===== src/rtl/gdp_pkg.sv =====
package gdp_pkg;
  // =====================================================
  // port geometry and reset values
  localparam int          PORT_WIDTH     = 8;
  localparam logic [7:0]  DIR_RESET      = 8'h00;
  localparam logic [7:0]  OUT_RESET      = 8'h00;
  // =====================================================
  // pull-up decode code {dir, out, disable}
  localparam logic [2:0]  PULLUP_CODE    = 3'h2;
  // =====================================================
  // bit operation encodings
  typedef enum logic [1:0] {
    GDP_OP_NONE,
    GDP_OP_WRITE,
    GDP_OP_SET,
    GDP_OP_CLEAR
  } gdp_op_t;
  // =====================================================
  // timing: software write to input bit, clock periods
  localparam int          READBACK_CYCLES = 1;
endpackage : gdp_pkg


===== src/rtl/gdp_io_port.sv =====
// Function
// - set or clear single pins independently
// - three locations: output, direction, input
// - input read only, others read write
// - global disable kills all pull-ups
// - three bits per pin, same position
// - direction one output, zero input
// - input with data one gets pull-up
// - reset tri-states pins without clock
// - output pin drives its data bit
// - pull-up only for 0,1,0, other input codes Hi-Z
// - pin level readable via input bit outside reset (reset holds it at 0)
// - falling-edge latch then rising-edge register
// - written value readable after one clock
// - alternate pins leave others untouched
// - pull-up exactly when code equals 0b010 and the pin is not alternate
`timescale 1ns/10ps
`default_nettype none
module gdp_io_port #(
  parameter int W = gdp_pkg::PORT_WIDTH
) (
  input  wire logic             clock,
  input  wire logic             rst_n,
  input  wire gdp_pkg::gdp_op_t dirOp,
  input  wire logic [W-1:0]     dirWrData,
  input  wire logic [2:0]       dirBitSel,
  input  wire gdp_pkg::gdp_op_t outOp,
  input  wire logic [W-1:0]     outWrData,
  input  wire logic [2:0]       outBitSel,
  input  wire logic             globalPullupDisable,
  input  wire logic [W-1:0]     altEnable,
  input  wire logic [W-1:0]     altDriveEn,
  input  wire logic [W-1:0]     altDriveVal,
  input  wire logic [W-1:0]     padIn,
  output var  logic [W-1:0]     padOut,
  output var  logic [W-1:0]     padOe,
  output var  logic [W-1:0]     pullupEn,
  output var  logic [W-1:0]     portDirectionRegister,
  output var  logic [W-1:0]     portOutputRegister,
  output var  logic [W-1:0]     portInputRegister
);
  import gdp_pkg::*;

  logic [W-1:0] dir_r;
  logic [W-1:0] out_r;

  function automatic logic [W-1:0] applyOp(input gdp_op_t op,
                                           input logic [W-1:0] cur,
                                           input logic [W-1:0] wd,
                                           input logic [2:0] sel);
    logic [W-1:0] mask;
    mask = '0;
    mask[sel] = 1'b1;
    case (op)
      GDP_OP_WRITE: applyOp = wd;
      GDP_OP_SET:   applyOp = cur | mask;
      GDP_OP_CLEAR: applyOp = cur & ~mask;
      default:      applyOp = cur;
    endcase
  endfunction : applyOp

  // =====================================================
  // direction register
  always_ff @(posedge clock or negedge rst_n) begin
    if (!rst_n) begin
      dir_r <= DIR_RESET;
    end else begin
      dir_r <= applyOp(dirOp, dir_r, dirWrData, dirBitSel);
    end
  end

  // =====================================================
  // output / pull-up register
  always_ff @(posedge clock or negedge rst_n) begin
    if (!rst_n) begin
      out_r <= OUT_RESET;
    end else begin
      out_r <= applyOp(outOp, out_r, outWrData, outBitSel);
    end
  end

  // read-back of stored values, not pin levels
  assign portDirectionRegister = dir_r;
  assign portOutputRegister    = out_r;

  // =====================================================
  // per-pin logic at matching bit positions
  genvar i;
  generate
    for (i = 0; i < W; i++) begin : g_pin
      gdp_pin_drive u_drive (
        .rst_n         (rst_n),
        .dirBit        (dir_r[i]),
        .outBit        (out_r[i]),
        .pullupDisable (globalPullupDisable),
        .altEnable     (altEnable[i]),
        .altDriveEn    (altDriveEn[i]),
        .altDriveVal   (altDriveVal[i]),
        .padOut        (padOut[i]),
        .padOe         (padOe[i]),
        .pullupEn      (pullupEn[i])
      );
      gdp_pin_sync u_sync (
        .clock     (clock),
        .rst_n     (rst_n),
        .padIn     (padIn[i]),
        .sampleOut (portInputRegister[i])
      );
    end
  endgenerate

  // =====================================================
  // checks
  AST_PULLUP_DECODE: assert property (
    @(posedge clock) disable iff (!rst_n)
    (altEnable == '0) |->
      (pullupEn == (~dir_r & out_r & {W{~globalPullupDisable}})))
    else $error("pull-up decode wrong");

  AST_GLOBAL_DISABLE: assert property (
    @(posedge clock) disable iff (!rst_n)
    globalPullupDisable |-> (pullupEn == '0))
    else $error("pull-up active while globally disabled");

  AST_DRIVE_DIR: assert property (
    @(posedge clock) disable iff (!rst_n)
    (altEnable == '0) |-> (padOe == dir_r))
    else $error("output enable differs from direction");

  AST_DRIVE_VAL: assert property (
    @(posedge clock) disable iff (!rst_n)
    (altEnable == '0) |-> ((padOut & dir_r) == (out_r & dir_r)))
    else $error("driven value differs from data");

  AST_PULLUP_OFF_OUT: assert property (
    @(posedge clock) disable iff (!rst_n)
    (pullupEn & dir_r) == '0)
    else $error("pull-up on an output pin");

  AST_SET_ONE_BIT: assert property (
    @(posedge clock) disable iff (!rst_n)
    (dirOp == GDP_OP_SET) |=>
      (dir_r == ($past(dir_r) | (W'(1) << $past(dirBitSel)))))
    else $error("bit set disturbed other pins");

  AST_CLR_ONE_BIT: assert property (
    @(posedge clock) disable iff (!rst_n)
    (outOp == GDP_OP_CLEAR) |=>
      (out_r == ($past(out_r) & ~(W'(1) << $past(outBitSel)))))
    else $error("bit clear disturbed other pins");

  // a level held over three samples must have reached the input bit
  AST_SYNC_LATENCY: assert property (
    @(posedge clock) disable iff (!rst_n)
    ($past(rst_n, 2) && (padIn == $past(padIn)) &&
     ($past(padIn) == $past(padIn, 2))) |-> (portInputRegister == padIn))
    else $error("input bit lags a settled pin level");

  AST_HOLD: assert property (
    @(posedge clock) disable iff (!rst_n)
    (dirOp == GDP_OP_NONE) |=> $stable(dir_r))
    else $error("direction changed without access");

  AST_RESET_TRI: assert property (
    @(posedge clock) $rose(rst_n) |-> (padOe == '0 || altEnable != '0)
      or (dir_r == DIR_RESET))
    else $error("pins not tri-stated after reset");

  // =====================================================
  // register access checks
  AST_CLR_DIR_BIT: assert property (
    @(posedge clock) disable iff (!rst_n)
    (dirOp == GDP_OP_CLEAR) |=>
      (dir_r == ($past(dir_r) & ~(W'(1) << $past(dirBitSel)))))
    else $error("direction clear disturbed other pins");

  AST_SET_OUT_BIT: assert property (
    @(posedge clock) disable iff (!rst_n)
    (outOp == GDP_OP_SET) |=>
      (out_r == ($past(out_r) | (W'(1) << $past(outBitSel)))))
    else $error("data set disturbed other pins");

  AST_WRITE_DIR: assert property (
    @(posedge clock) disable iff (!rst_n)
    (dirOp == GDP_OP_WRITE) |=> (dir_r == $past(dirWrData)))
    else $error("direction write lost");

  AST_WRITE_OUT: assert property (
    @(posedge clock) disable iff (!rst_n)
    (outOp == GDP_OP_WRITE) |=> (out_r == $past(outWrData)))
    else $error("data write lost");

  AST_HOLD_OUT: assert property (
    @(posedge clock) disable iff (!rst_n)
    (outOp == GDP_OP_NONE) |=> $stable(out_r))
    else $error("data changed without access");

  AST_RESET_CLEAR: assert property (
    @(posedge clock) $rose(rst_n) |-> ((dir_r == '0) && (out_r == '0)))
    else $error("registers not cleared by reset");

  // =====================================================
  // pull-up and override checks
  AST_PULLUP_NEEDS_DATA: assert property (
    @(posedge clock) disable iff (!rst_n)
    (pullupEn & ~out_r) == '0)
    else $error("pull-up on a pin whose data bit is zero");

  AST_ALT_OE: assert property (
    @(posedge clock) disable iff (!rst_n)
    ((padOe ^ altDriveEn) & altEnable) == '0)
    else $error("overridden pin ignores its drive enable");

  AST_ALT_OTHERS: assert property (
    @(posedge clock) disable iff (!rst_n)
    ((padOe ^ dir_r) & ~altEnable) == '0)
    else $error("override leaked into plain pins");

  AST_ALT_PULL_OFF: assert property (
    @(posedge clock) disable iff (!rst_n)
    (pullupEn & altEnable) == '0)
    else $error("pull-up on an overridden pin");
endmodule : gdp_io_port
`default_nettype wire


===== src/rtl/gdp_pin_sync.sv =====
`timescale 1ns/10ps
`default_nettype none
// =====================================================
// per-pin input synchronizer
module gdp_pin_sync (
  input  wire logic clock,
  input  wire logic rst_n,
  input  wire logic padIn,
  output var  logic sampleOut
);
  import gdp_pkg::*;

  logic latchLow_r;

  // =====================================================
  // held on falling edge, loaded on next rising edge
  always_ff @(negedge clock or negedge rst_n) begin
    if (!rst_n) begin
      latchLow_r <= 1'b0;
    end else begin
      latchLow_r <= padIn;
    end
  end

  always_ff @(posedge clock or negedge rst_n) begin
    if (!rst_n) begin
      sampleOut <= 1'b0;
    end else begin
      sampleOut <= latchLow_r;
    end
  end
endmodule : gdp_pin_sync
`default_nettype wire


===== src/rtl/gdp_pin_drive.sv =====
`timescale 1ns/10ps
`default_nettype none
// =====================================================
// per-pin driver and pull-up decode
module gdp_pin_drive (
  input  wire logic rst_n,
  input  wire logic dirBit,
  input  wire logic outBit,
  input  wire logic pullupDisable,
  input  wire logic altEnable,
  input  wire logic altDriveEn,
  input  wire logic altDriveVal,
  output var  logic padOut,
  output var  logic padOe,
  output var  logic pullupEn
);
  import gdp_pkg::*;

  function automatic logic pullDecode(input logic d, input logic o,
                                      input logic p);
    pullDecode = ({d, o, p} == PULLUP_CODE);
  endfunction : pullDecode

  // =====================================================
  // decode: reset tri-states without needing a clock
  always_comb begin
    padOe    = 1'b0;
    padOut   = 1'b0;
    pullupEn = 1'b0;
    if (rst_n) begin
      if (altEnable) begin
        padOe  = altDriveEn;
        padOut = altDriveVal;
      end else begin
        padOe    = dirBit;
        padOut   = outBit;
        pullupEn = pullDecode(dirBit, outBit, pullupDisable);
      end
    end
  end
endmodule : gdp_pin_drive
`default_nettype wire


===== config.mk =====
export PLATFORM = sky130hd
export DESIGN_NAME = gdp_io_port
export DESIGN_NICKNAME = d
export VERILOG_FILES = /design/src/rtl/gdp_pkg.sv /design/src/rtl/gdp_io_port.sv /design/src/rtl/gdp_pin_sync.sv /design/src/rtl/gdp_pin_drive.sv
export SDC_FILE = /design/constraint.sdc
export NUM_CORES = 1
export LEC_CHECK = 0
export BUFFER_PORTS_ARGS = -buffer_cell sky130_fd_sc_hd__buf_2
export CELL_PAD_IN_SITES_DETAIL_PLACEMENT = 1
export CELL_PAD_IN_SITES_GLOBAL_PLACEMENT = 1
export CORE_MARGIN = 1
export CORE_UTILIZATION = 35
export DETAILED_ROUTE_END_ITERATION = 8
export GPL_ROUTABILITY_DRIVEN = 0
export PLACE_DENSITY = 0.93
export SETUP_SLACK_MARGIN = 0.02
export SLEW_MARGIN = 25
export SYNTH_ARGS = -nofsm -noshare
export SYNTH_HDL_FRONTEND = slang
export SYNTH_SLANG_ARGS = --single-unit

===== constraint.sdc =====
create_clock -name clock -period 1.7 [get_ports clock]
set_clock_uncertainty 0.05 [all_clocks]
set_input_delay 0.34 -clock clock [delete_from_list [all_inputs] [get_ports clock]]
set_output_delay 0.34 -clock clock [all_outputs]
set_load 0.01 [all_outputs]

==> metrics.txt <==
outcome finished clean; Core ar. 5610 um2; final cycle utilization of the critical path 0.936; number of violations reported at the end of detailed-routing iteration 0 31; layout cell share with drive strength beyond 1 0.423; detailed-router iteration count before antenna repair 4; die extent in y 79.1 um; Die W 79.1 um; effective utilization at floorplan 0.371; final routed wirelength across all metal layers 5310 um; Hold Vio Cnt, Final 0; wire length of the first global-routing pass 8340 um; area of all placed cells without fillers 2440 um2; final number of max-transition violations 0; final-layout worst hold slack 0.0473 ns; number of inserted diodes 0; number of maximum-capacitance violations 0; number of vias per cell after detailed routing 4.84; vias in the first global route 1678; Post-Syn Area 2080 um2; Reg power frac 0.434; post-synthesis to final-layout area growth 17.5%; Post-Synth Simple-Gate Area 0.220; unrepaired setup endpoints after global routing no; worst hold path type in -> async; total number of nets in the final design 346; detailed placer's ending HPWL 4240 um; complex-gate fraction of the synthesized area 0.143; register area share after synthesis 0.385; Post-Synth Adder-Cell Area 0; net switching fraction of the power 0.287; Req. time, crit path 1.31 ns; cell area power density 870 nW/um2; sum of negative setup slack 0 ns; critical path data arrival time 1.20 ns; Site Rows 27; Placed Area 2340 um2; register bit count reported by yosys 32; reported net switching power 0.610 mW; total setup violations reported at the end of the flow 0; combinational share of power 0.239; number of top-level pins 109; clock tree from TritonCTS built; source-to-sink clock delay at the later pin of the worst-skew pair 0.28 ns; synthesized instance count 225; number of buffers on the longest clock path 2; startpoint types primary input; xor and xnor area share after synthesis 0; count of vias placed by the detailed router 1733; residual antenna-violating net count after detailed routing 0; relative max-transition margin 0.714; combinational family with the most area after synthesis simple AND/OR/NAND/NOR gates; Clock Root Buffer sky130_fd_sc_hd__clkbuf_8; crit path kind in -> out; pin count of the biggest net entering global routing 49; Syn. warnings 0; Worst Setup End Kind output pin; overall fraction of global-route tracks in use 0.172; post-synthesis average cell area 9.24 um2; total clock buffers created by CTS 5; critical path fanouts, max 48; initial antenna violation count 0; DIE AREA 6250 um2; sinks on the clock net 32; detailed-route wire length per cell 14.8 um; Clk pin slew, worst setup/hold paths 0.07 ns; setup fix buffers added after clock tree synthesis 0; count of H-tree levels built during CTS 2; number of port buffers 108; Clock power frac 0.327; power consumption 2.13 mW; Leakage 1.24 nW; fraction of synthesized area in multiplexers 0.0433; Cell variety after synth 33; transition at the pin with the smallest max-transition slack 0.429 ns; Post-Synthesis Net Count 286; largest voltage drop on the vdd net 0.422 mV; cell-internal power 1.52 mW; post-route minimum period 1.59 ns; overflow left after global routing 0; Max Freq 629 MHz; DRC errors left 0; end-of-flow core utilization 0.436
-- worst max-delay path, cell delays in order --
cell	delay, ns
sky130_fd_sc_hd__buf_2	0.15
sky130_fd_sc_hd__buf_12	0.25
sky130_fd_sc_hd__a21boi_1	0.27
sky130_fd_sc_hd__buf_2	0.18
-- synth_stat cells (all sizes together) --
| cell | number | area, um2 |
|---|---|---|
| dfrtn | 8 | 200 |
| dfrtp | 24 | 601 |
| clkbuf | 4 | 15.0 |
| a221o | 2 | 20.0 |
| nand3 | 9 | 45.0 |
| mux2i | 9 | 90.1 |
| o31ai | 1 | 7.51 |
| or3 | 1 | 6.26 |
| o41ai | 1 | 8.76 |
| nand4 | 2 | 12.5 |
| buf | 55 | 402 |
| nand2 | 16 | 60.1 |
| nor3b | 3 | 27.5 |
| a32oi | 3 | 26.3 |
| nand4b | 2 | 17.5 |
| and2b | 4 | 30.0 |
| o311ai | 3 | 26.3 |
| o21ai | 1 | 5.00 |
| o211ai | 11 | 82.6 |
| a21oi | 7 | 35.0 |
| nor2 | 2 | 7.51 |
| nor3 | 8 | 40.0 |
| and3b | 1 | 8.76 |
| nor2b | 15 | 93.8 |
| nand2b | 16 | 100 |
| a22oi | 2 | 15.0 |
| a21bo | 1 | 10.0 |
| nand3b | 1 | 7.51 |
| inv | 5 | 18.8 |
| a21boi | 8 | 60.1 |
-- sequential cells by signal, indices dropped and copies added, names as in the netlist --
name,flops
g_pin.u_sync.sampleOut,8
portOutputRegister,8
portDirectionRegister,8
g_pin.u_sync.latchLow_r,8
-- stage by stage --
step	cells	setup WS, ns
floorplan	225	0.316
global placement	350	0.0150
detailed placement	350	0.0194
CTS	358	0.0904
global route	358	0.0340
finish	358	0.109
-- power by group through the flow --
stage / sequential [mW] / combinational [mW] / clock, mW
6_report: 0.923 / 0.508 / 0.696
5_1_grt: 0.938 / 0.563 / 0.765
4_1_cts: 0.926 / 0.517 / 0.726
3_5_place_dp: 0.941 / 0.513 / 0
3_3_place_gp: 0.941 / 0.493 / 0
2_1_floorplan: 0.905 / 0.417 / 0
-- layout make-up --
class / count / area (um2)
clock inverter: 2 / 35.0
timing repair buffer: 112 / 583
clock buffer: 6 / 72.6
multi-input combinational: 129 / 843
inverter: 5 / 18.8
fill: 709 / 3160
tap: 72 / 90.1
sequential: 32 / 801
-- routing by layer --
| metal | vias to the layer above | track usage | part of all wire |
|---|---|---|---|
| li1 | 850 | - | - |
| met1 | 829 | 0.219 | 0.44 |
| met2 | 52 | 0.303 | 0.51 |
| met3 | 2 | 0.0356 | 0.050 |
| met4 | 0 | 0.0273 | 0.0019 |
| met5 | - | 0 | 0 |
-- path summary, 6_finish.rpt --
path / from / end / slack (ns) / depth (start not counted)
worst min-delay path: rst_n / portOutputRegister[0] / 0.05 / 2
max in group asynchronous: rst_n / g_pin[3].u_sync.latchLow_r / 0.58 / 2
min in group clock: dirWrData[5] / portDirectionRegister[5] / 0.23 / 3
worst max register to register: g_pin[0].u_sync.latchLow_r / g_pin[0].u_sync.sampleOut / 0.35 / 0
worst max-delay path: rst_n / padOut[5] / 0.11 / 4
worst min register to register: portDirectionRegister[3] / portDirectionRegister[3] / 0.54 / 1
-- cell usage in the layout (no fill, tap or decap), drive strengths merged, types with 4 or more instances in the layout --
cell and instances:
buf 112, dfrtp 24, nand2b 16, nand2 16
nor2b 15, o211ai 11, mux2i 9, nand3 9
nor3 8, dfrtn 8, a21boi 8, a21oi 7
clkbuf 6, inv 5, and2b 4
-- kinds of logic (layout without fill, tap and decap cells) --
family                 count (synthesis)  count (layout)
and+or+nand+nor                       80              80
muxes                                  9               9
AOI/OAI and AO/OA                     40              40
buffers and inverters                 64             125
DFF                                   32              32
-- what timing repair did --
item | CTS | global route
endpoints found under the setup margin | 1 | 0
resized for setup | 1 | 0
hold endpoints to repair | 0 | 0
hold buffers | 0 | 0
No activity file was read; power rests on OpenSTA's default activity.
